File: src/logic/wdt_pkg.sv
// package with the watchdog register map, fields, reset values and states
package wdt_pkg;
  // register byte addresses (offsets from the block base, 32-bit words)
  localparam logic [11:0] UNLOCK_STATUS_ADDR = 12'h000;
  localparam logic [11:0] RELOAD_UPPER_ADDR  = 12'h004;
  localparam logic [11:0] RELOAD_MIDDLE_ADDR = 12'h008;
  localparam logic [11:0] RELOAD_LOW_ADDR    = 12'h00c;
  localparam logic [11:0] CONTROL_ADDR       = 12'h010;
  localparam logic [11:0] STATUS_ADDR        = 12'h014;
  // reset values of the reload bytes
  localparam logic [7:0]  RELOAD_UPPER_RST   = 8'h00;
  localparam logic [7:0]  RELOAD_MIDDLE_RST  = 8'h04;
  localparam logic [7:0]  RELOAD_LOW_RST     = 8'h00;
  // unlock key bytes
  localparam logic [7:0]  UNLOCK_KEY_FIRST   = 8'h55;
  localparam logic [7:0]  UNLOCK_KEY_SECOND  = 8'haa;
  // counter thresholds
  localparam logic [23:0] REFRESH_LIMIT      = 24'h000002;
  localparam logic [23:0] COUNT_MAX          = 24'hffffff;
  localparam logic [23:0] COUNT_ZERO         = 24'h000000;
  // reset status fields
  localparam int          STAT_WDT_BIT       = 5;
  localparam int          STAT_STOP_BIT      = 4;
  // control register fields
  localparam int          CTRL_STOP_BIT      = 0;
  // watchdog tick rate and system clock rate
  localparam int          WDT_OSC_HZ         = 10000;
  localparam int          SYS_CLK_HZ         = 20000000;
  localparam int          TICK_DIV_CYCLES    = SYS_CLK_HZ / WDT_OSC_HZ;

  // unlock and reload sequence states
  typedef enum logic [2:0] {
    LOCKED     = 3'b000,
    GOT_FIRST  = 3'b001,
    WANT_UPPER = 3'b010,
    WANT_MID   = 3'b011,
    WANT_LOW   = 3'b100
  } lock_state_t;
endpackage

File: src/logic/wdt_tick_gen.sv
// tick generator standing in for the watchdog oscillator
`timescale 1ns/10ps
module wdt_tick_gen #(
  parameter int DIV = wdt_pkg::TICK_DIV_CYCLES
) (
  input  wire logic clk,
  input  wire logic rst_b,
  input  wire logic clkEn,
  output logic      tick
);
  // ==========================================================
  // divider
  initial begin
    if (DIV < 2 || DIV > 65536) begin
      $error("wdt_tick_gen: DIV must lie between 2 and 65536");
    end
  end

  logic [15:0] cnt_q;
  wire         wrap = (cnt_q == 16'(DIV - 1));

  // one-cycle tick each DIV cycles; a single domain keeps refresh lossless
  always_ff @(posedge clk or negedge rst_b) begin
    if (!rst_b) begin
      cnt_q <= 16'h0000;
      tick  <= 1'b0;
    end else if (clkEn) begin
      cnt_q <= wrap ? 16'h0000 : cnt_q + 16'h0001;
      tick  <= wrap;
    end
  end
endmodule

File: src/logic/reloadable_watchdog_timer.sv
// reloadable 24-bit watchdog with locked reload registers over APB
//
// Our own choices: the APB slave port and the placing of the registers.
`timescale 1ns/10ps
module reloadable_watchdog_timer #(
  parameter int TICK_DIV = wdt_pkg::TICK_DIV_CYCLES
) (
  input  wire logic        clk,
  input  wire logic        rst_b,
  input  wire logic        clkEn,
  input  wire logic        psel,
  input  wire logic        penable,
  input  wire logic        pwrite,
  input  wire logic [11:0] paddr,
  input  wire logic [31:0] pwdata,
  output logic      [31:0] prdata,
  output logic             pready,
  output logic             pslverr,
  input  wire logic        watchdogRefreshInstruction,
  input  wire logic        alwaysOnOption,
  input  wire logic        timeoutResponseOption,
  input  wire logic        stopMode,
  output logic             wdtIrq,
  output logic             sysResetReq,
  output logic             stopRecovery,
  output logic             wdtEnabled
);
  // ==========================================================
  // elaboration checks
  initial begin
    if (TICK_DIV < 2) begin
      $error("reloadable_watchdog_timer: TICK_DIV must be at least 2");
    end
  end

  // ==========================================================
  // bus decode
  function automatic logic isAddr(input logic [11:0] a,
                                  input logic [11:0] ref_a);
    return a == ref_a;
  endfunction

  wire       access   = psel && penable;
  wire       wrStrobe = access && pwrite;
  wire       rdStrobe = access && !pwrite;
  wire       hitUnlk  = isAddr(paddr, wdt_pkg::UNLOCK_STATUS_ADDR);
  wire       hitUpper = isAddr(paddr, wdt_pkg::RELOAD_UPPER_ADDR);
  wire       hitMid   = isAddr(paddr, wdt_pkg::RELOAD_MIDDLE_ADDR);
  wire       hitLow   = isAddr(paddr, wdt_pkg::RELOAD_LOW_ADDR);
  wire       hitCtrl  = isAddr(paddr, wdt_pkg::CONTROL_ADDR);
  wire       hitStat  = isAddr(paddr, wdt_pkg::STATUS_ADDR);
  wire       mapped   = hitUnlk | hitUpper | hitMid | hitLow
                        | hitCtrl | hitStat;
  wire [7:0] wrByte   = pwdata[7:0];

  // ==========================================================
  // state
  wdt_pkg::lock_state_t lock_q;
  wdt_pkg::lock_state_t lock_d;
  logic [7:0]  upper_q;
  logic [7:0]  mid_q;
  logic [7:0]  low_q;
  logic [23:0] count_q;
  logic        on_q;
  logic        flagWdt_q;
  logic        flagStop_q;
  logic        irqArm_q;
  logic        ctrlStop_q;
  logic        refreshPrev_q;
  logic        refreshPend_q;
  logic        tick;

  wire [23:0] reloadVal = {upper_q, mid_q, low_q};
  wire        stopNow   = stopMode | ctrlStop_q;

  // ==========================================================
  // tick source
  wdt_tick_gen #(
    .DIV (TICK_DIV)
  ) u_tick (
    .clk   (clk),
    .rst_b (rst_b),
    .clkEn (clkEn),
    .tick  (tick)
  );

  // ==========================================================
  // lock sequence
  always_comb begin
    lock_d = lock_q;
    if (wrStrobe) begin
      case (lock_q)
        wdt_pkg::LOCKED: begin
          lock_d = (hitUnlk && wrByte == wdt_pkg::UNLOCK_KEY_FIRST)
                   ? wdt_pkg::GOT_FIRST : wdt_pkg::LOCKED;
        end
        wdt_pkg::GOT_FIRST: begin
          lock_d = (hitUnlk && wrByte == wdt_pkg::UNLOCK_KEY_SECOND)
                   ? wdt_pkg::WANT_UPPER : wdt_pkg::LOCKED;
        end
        wdt_pkg::WANT_UPPER: begin
          lock_d = hitUpper ? wdt_pkg::WANT_MID : wdt_pkg::LOCKED;
        end
        wdt_pkg::WANT_MID: begin
          lock_d = hitMid ? wdt_pkg::WANT_LOW : wdt_pkg::LOCKED;
        end
        wdt_pkg::WANT_LOW: begin
          lock_d = wdt_pkg::LOCKED;
        end
        default: begin
          lock_d = wdt_pkg::LOCKED;
        end
      endcase
    end
  end

  wire wrUpper = wrStrobe && hitUpper && lock_q == wdt_pkg::WANT_UPPER;
  wire wrMid   = wrStrobe && hitMid && lock_q == wdt_pkg::WANT_MID;
  wire wrLow   = wrStrobe && hitLow && lock_q == wdt_pkg::WANT_LOW;

  // lock state and the reload bytes it guards
  always_ff @(posedge clk or negedge rst_b) begin
    if (!rst_b) begin
      lock_q  <= wdt_pkg::LOCKED;
      upper_q <= wdt_pkg::RELOAD_UPPER_RST;
      mid_q   <= wdt_pkg::RELOAD_MIDDLE_RST;
      low_q   <= wdt_pkg::RELOAD_LOW_RST;
    end else if (clkEn) begin
      lock_q <= lock_d;
      if (wrUpper) begin
        upper_q <= wrByte;
      end
      if (wrMid) begin
        mid_q <= wrByte;
      end
      if (wrLow) begin
        low_q <= wrByte;
      end
    end
  end

  // ==========================================================
  // refresh capture
  // the refresh pulse is held pending until the next tick, so a
  // pulse between ticks is neither lost nor counted twice
  wire refreshEdge = watchdogRefreshInstruction && !refreshPrev_q;
  wire refreshOk   = count_q > wdt_pkg::REFRESH_LIMIT;

  always_ff @(posedge clk or negedge rst_b) begin
    if (!rst_b) begin
      refreshPrev_q <= 1'b0;
      refreshPend_q <= 1'b0;
    end else if (clkEn) begin
      refreshPrev_q <= watchdogRefreshInstruction;
      if (refreshEdge && on_q) begin
        refreshPend_q <= 1'b1;
      end else if (tick) begin
        refreshPend_q <= 1'b0;
      end
    end
  end

  // ==========================================================
  // counter
  // always-on is taken a cycle after release, never in the reset term
  wire startNow = !on_q && (refreshEdge || alwaysOnOption);
  wire atZero   = count_q == wdt_pkg::COUNT_ZERO;
  // a refresh pending at count zero is too late and cannot hold it off
  wire timeout  = on_q && tick && atZero;
  wire intMode  = !timeoutResponseOption;

  always_ff @(posedge clk or negedge rst_b) begin
    if (!rst_b) begin
      on_q    <= 1'b0;
      count_q <= wdt_pkg::COUNT_ZERO;
    end else if (clkEn) begin
      if (startNow) begin
        on_q    <= 1'b1;
        count_q <= reloadVal;
      end else if (on_q && tick) begin
        if (refreshPend_q && refreshOk) begin
          count_q <= reloadVal;
        end else if (atZero) begin
          count_q <= wdt_pkg::COUNT_MAX;
        end else begin
          count_q <= count_q - 24'h000001;
        end
      end
    end
  end

  // ==========================================================
  // timeout response
  wire statRead = rdStrobe && (hitUnlk || hitStat);
  wire irqFire  = timeout && intMode && irqArm_q;

  // flags set by a timeout win over the clearing read in the same cycle
  always_ff @(posedge clk or negedge rst_b) begin
    if (!rst_b) begin
      flagWdt_q  <= 1'b0;
      flagStop_q <= 1'b0;
      irqArm_q   <= 1'b1;
      wdtIrq     <= 1'b0;
      sysResetReq  <= 1'b0;
      stopRecovery <= 1'b0;
    end else if (clkEn) begin
      wdtIrq       <= irqFire;
      sysResetReq  <= timeout && !intMode && !stopNow;
      stopRecovery <= timeout && stopNow;
      if (timeout) begin
        flagWdt_q <= 1'b1;
        if (stopNow) begin
          flagStop_q <= 1'b1;
        end
      end else if (statRead) begin
        flagWdt_q  <= 1'b0;
        flagStop_q <= 1'b0;
      end
      if (irqFire) begin
        irqArm_q <= 1'b0;
      end else if (statRead) begin
        irqArm_q <= 1'b1;
      end
    end
  end

  // ==========================================================
  // control register
  always_ff @(posedge clk or negedge rst_b) begin
    if (!rst_b) begin
      ctrlStop_q <= 1'b0;
    end else if (clkEn) begin
      if (wrStrobe && hitCtrl) begin
        ctrlStop_q <= pwdata[wdt_pkg::CTRL_STOP_BIT];
      end
    end
  end

  // ==========================================================
  // read mux
  logic [7:0] statusByte;
  always_comb begin
    statusByte = 8'h00;
    statusByte[wdt_pkg::STAT_WDT_BIT]  = flagWdt_q;
    statusByte[wdt_pkg::STAT_STOP_BIT] = flagStop_q;
  end

  wire [7:0] rdByte =
      (hitUnlk || hitStat) ? statusByte :
      hitUpper ? count_q[23:16] :
      hitMid   ? count_q[15:8]  :
      hitLow   ? count_q[7:0]   :
      hitCtrl  ? {7'h00, ctrlStop_q} : 8'h00;

  // zero-wait slave: answer registered in the setup cycle for the access cycle
  always_ff @(posedge clk or negedge rst_b) begin
    if (!rst_b) begin
      prdata     <= 32'h00000000;
      pready     <= 1'b0;
      pslverr    <= 1'b0;
      wdtEnabled <= 1'b0;
    end else if (clkEn) begin
      wdtEnabled <= on_q || startNow;
      pready     <= psel && !penable;
      pslverr    <= psel && !penable && !mapped;
      if (psel && !penable && !pwrite) begin
        prdata <= {24'h000000, rdByte};
      end
    end
  end
endmodule

File: config.mk
export PLATFORM = sky130hd
export DESIGN_NAME = reloadable_watchdog_timer
export DESIGN_NICKNAME = d
export VERILOG_FILES = /design/src/logic/wdt_pkg.sv /design/src/logic/wdt_tick_gen.sv /design/src/logic/reloadable_watchdog_timer.sv
export SDC_FILE = /design/constraint.sdc
export NUM_CORES = 1
export LEC_CHECK = 0
export BUFFER_PORTS_ARGS = -buffer_cell sky130_fd_sc_hd__buf_4
export CAP_MARGIN = 20
export CORE_ASPECT_RATIO = 1.5
export CORE_MARGIN = 2
export CORE_UTILIZATION = 50
export DETAILED_ROUTE_END_ITERATION = 8
export HOLD_SLACK_MARGIN = 0.03
export PLACE_DENSITY = 0.76
export SLEW_MARGIN = 40
export SYNTH_ARGS = -nofsm -noshare
export SYNTH_HDL_FRONTEND = slang
export SYNTH_SLANG_ARGS = --single-unit
File: constraint.sdc
create_clock -name clk -period 2.5 [get_ports clk]
set_clock_uncertainty 0.05 [all_clocks]
set_input_delay 0.375 -clock clk [delete_from_list [all_inputs] [get_ports clk]]
set_output_delay 0.375 -clock clk [all_outputs]
set_load 0.05 [all_outputs]
==> qor.yml <==
outcome:
  status: "finished, violations left"
  violations: "setup timing"
worst_setup_path:
  crit_path_end_kind: "flip-flop"
  r2r_cells: 8
  worstPathCellList: "or4_4 > or4_4 > o31ai_4 > buf_6 > nand2_1 > buf_6 > o21a_1 > o22a_1"
  cp-start-kind: "flip-flop"
  critPathCapture: "count_q[21]$_DFFE_PN0P_"
  cp.arrival_ns: 2.68
  critPathMaxFanout: 11
  r2r-start: "count_q[19]$_DFFE_PN0P_"
  worst_r2r_endpoint: "count_q[21]$_DFFE_PN0P_"
  cp_num_cells: 8
  crit_start: "count_q[19]$_DFFE_PN0P_"
  crit_family: "simple AND/OR/NAND/NOR gates"
  worst-r2r-setup-slack_ns: -0.008
  slowest_stage: "or4_4"
  critPathBufInv: 2
  worst-setup-path-type: "flip-flop to flip-flop"
  crit_path_max_incr_delay_ns: 0.55
  critPathRequiredTime_ns: 2.67
yosys:
  synthMuxAreaShare_pct: 6.44
  synth_compound_area_share_pct: 15.3
  synth_ff_type: "dfrtp_1"
  syn-instance-count: 495
  async_flop_share_pct: 100
  yosys.area_share.simple_pct: 22.3
  ys_warn_count: 0
  synthXorXnorAreaFrac_pct: 1.98
  avgSynthCellArea_um2: 9.85
  synth_top_area_share_pct: 44.6
  synth_area_leaders: "dfrtp_1, mux2_2, nor2_1, buf_4, nand2_1"
  synth_edf_count: 0
  ys_ff_latch: 89
  yosysTopAreaCell: "dfrtp_1"
  syn_area_um2: 4880
  ys_seq_area_share_pct: 45.7
  synth_top_family_by_area: "simple AND/OR/NAND/NOR gates"
  synth_cell_types: 66
  synth_adder_area_share_pct: 1.03
job:
  max-cap-violations: 0
placed_design:
  io_buffers: 43
  placed_cells: 693
  placed_area_um2: 5600
  gp_congestion: 0.971
  dpl.hpwl_mm: 9.99
pwr:
  power.total_uw: 3980
  switching_share_pct: 31.5
  power.internal_uw: 2730
  p_comb_share_pct: 24.5
  clkPwrFrac_pct: 33.3
  leakage_uw: 0.00275
  power_density_nw_per_um2: 663
  seqPwrFrac_pct: 42.2
  vdd_drop_max_mv: 0.489
  p_sw_uw: 1250
timing:
  grt_setup_unrepaired: "true"
  slew_headroom_pct: 65.6
  setup_ws_ns: -0.00809
  tns_ns: -0.0153
  period_minus_slack_ns: 2.51
  drv_slew: 0
  period_share_pct: 100
  hold_viol: 0
  clock.fmax_mhz: 399
  worstMarginPinSlew_ns: 0.516
  setup_viol: 2
grt:
  grt_max_degree: 52
  grtUsageTotal_pct: 25.2
  grt_first_pass_wirelength_mm: 20.8
  gr-total-overflow: 0
  first_global_vias: 4110
  antenna_found_initial: 0
clock_network:
  clkTransAtPathRegs_ns: 0.06
  worstSkewPairLatency_ns: 0.34
  cts_buffers: 9
  clockBufferDepth: 2
  clock-sinks: 89
  cts_tree: "built"
  htree_num_levels: 3
  root_buffer: "clkbuf_16"
final_layout:
  fin_area_um2: 6010
  drive_above_1_share_pct: 30.3
  nFillCells: 813
  nets: 650
  multiInputGateArea_um2: 2460
  area.sequential_um2: 2230
  syn2layout_area_growth_pct: 23.2
  num_antenna_cells: 0
  stdcell_count: 712
  utilization_pct: 62.7
routing:
  dr.pass1.iters: 5
  postRouteAntennaNets: 0
  routed-wl-met2_mm: 7.08
  drt_wl_total_mm: 13.2
  vias: 4226
  drc: 0
  dr_wl_met3_um: 526
  wl_per_cell_um: 18.5
  top_layer_used: "met4"
  drt-met1-wl_mm: 5.12
  vias_per_cell: 5.94
  drt_iter0_markers: 296
die:
  die_area_um2: 10600
  core-area_um2: 9580
  core.rowCount: 44
  die_w_um: 84.6
  start_util_pct: 50.9
  fp.dieH_um: 125
  io_pins: 92
min_path:
  hp-class: "input port to flip-flop"
## synth_stat cells, types with 3 or more instances
| master | n |
|---|---|
| inv_1 | 13 |
| buf_6 | 6 |
| buf_2 | 3 |
| nand2b_1 | 5 |
| nor4b_1 | 4 |
| and3_1 | 8 |
| ha_1 | 4 |
| or3_1 | 7 |
| a21o_1 | 5 |
| clkbuf_1 | 6 |
| xnor2_1 | 8 |
| mux2_2 | 27 |
| or4_1 | 3 |
| nand3_1 | 20 |
| a21oi_1 | 19 |
| nor2b_1 | 5 |
| nand4_1 | 12 |
| nor3_2 | 4 |
| nor3b_1 | 3 |
| xor2_1 | 3 |
| o22ai_1 | 11 |
| a22oi_1 | 8 |
| nor2_1 | 51 |
| nor4_1 | 11 |
| buf_4 | 24 |
| nor4bb_1 | 3 |
| nand2_1 | 33 |
| o2bb2ai_1 | 7 |
| o211ai_1 | 3 |
| a31oi_1 | 7 |
| nor3_1 | 20 |
| dfrtp_1 | 87 |
| a211oi_1 | 3 |
| o21ai_0 | 22 |
## per-stage QoR
stage	setup slack (ns)	hold WS, ns
final	-0.00809	0.235
after global routing	-0.125	0.238
after CTS	-0.0242	0.230
after detailed placement	-0.0205	0.330
after global placement	-0.00802	0.318
after floorplan	0.0420	0.0294
## power groups by stage
stage | Clock (µW) | Sequential (µW) | Combinational (µW)
6_report | 1330 | 1680 | 976
5_1_grt | 1400 | 1700 | 1050
4_1_cts | 1340 | 1680 | 945
3_5_place_dp | 0 | 1700 | 936
3_3_place_gp | 0 | 1700 | 924
2_1_floorplan | 0 | 1810 | 461
## logic make-up after synthesis
family	after synthesis
multiplexers	28
AND/OR/NAND/NOR	202
adder cells (fa/ha/maj)	4
XOR/XNOR	11
AO/OA/AOI/OAI	106
other	1
buffers and inverters	54
flip-flops	89
## cell usage in the layout (no fill, tap or decap), types with 3 or more instances in the layout
cell type and count:
nor4b_1 3, nand2b_1 5, or4_1 3, inv_1 13, clkbuf_8 4, nor3b_1 3
o2bb2ai_1 6, ha_1 4, o211ai_1 3, xor2_1 3, a31oi_1 7, dfrtp_1 87
nand2_1 33, nor2b_1 5, o22ai_1 10, a22oi_1 8, xnor2_1 8, o21ai_0 21
a21oi_1 19, nor4bb_1 3, nor2_1 48, nor2_2 3, buf_6 6, buf_4 94
conb_1 24, a21o_1 5, nor3_2 4, mux2_2 27, a211oi_2 3, nand4_1 12
nand3_1 19, nor3_1 20, and3_1 7, nor4_1 10, or3_1 7, clkbuf_16 9
## routing by layer
metal	track usage, %	vias to the layer above
met3	3.70	24
met5	0	-
met1	29.7	2084
li1	-	1969
met2	44.7	149
met4	11.3	0
## final cells by class
type,count,area share [%]
clock inverter,3,0.354
tap,115,2.39
timing repair buffer,103,13.7
multi-input combinational,375,40.9
clock buffer,13,4.66
sequential,89,37.1
inverter,14,0.874
## worst min-delay path by stage
stage,endpoint,cells after the start,startpoint,slack [ns]
after detailed placement,u_tick.cnt_q[11]$_DFFE_PN0P_,1,rst_b,0.33
after CTS,refreshPrev_q$_DFFE_PN0P_,2,watchdogRefreshInstruction,0.23
after global placement,u_tick.cnt_q[11]$_DFFE_PN0P_,1,rst_b,0.32
final,refreshPrev_q$_DFFE_PN0P_,2,watchdogRefreshInstruction,0.23
after floorplan,count_q[0]$_DFFE_PN0P_,0,rst_b,0.03
after global routing,refreshPrev_q$_DFFE_PN0P_,2,watchdogRefreshInstruction,0.24
## sequential cells by signal, summed over array words and instances (netlist names), 3 cells and up
| signal | cells |
|---|---|
| count_q | 24 |
| lock_q | 3 |
| low_q | 8 |
| mid_q | 8 |
| prdata | 8 |
| u_tick.cnt_q | 16 |
| upper_q | 8 |
## repair_timing
action,4_1_cts,5_1_grt
endpoints found under the hold margin,37,0
hold buffers,1,0
setup buffers,0,2
pin swaps,0,1
endpoints found under the setup margin,7,22
gates resized for setup,2,19
No activity file was read; power rests on OpenSTA's default activity.
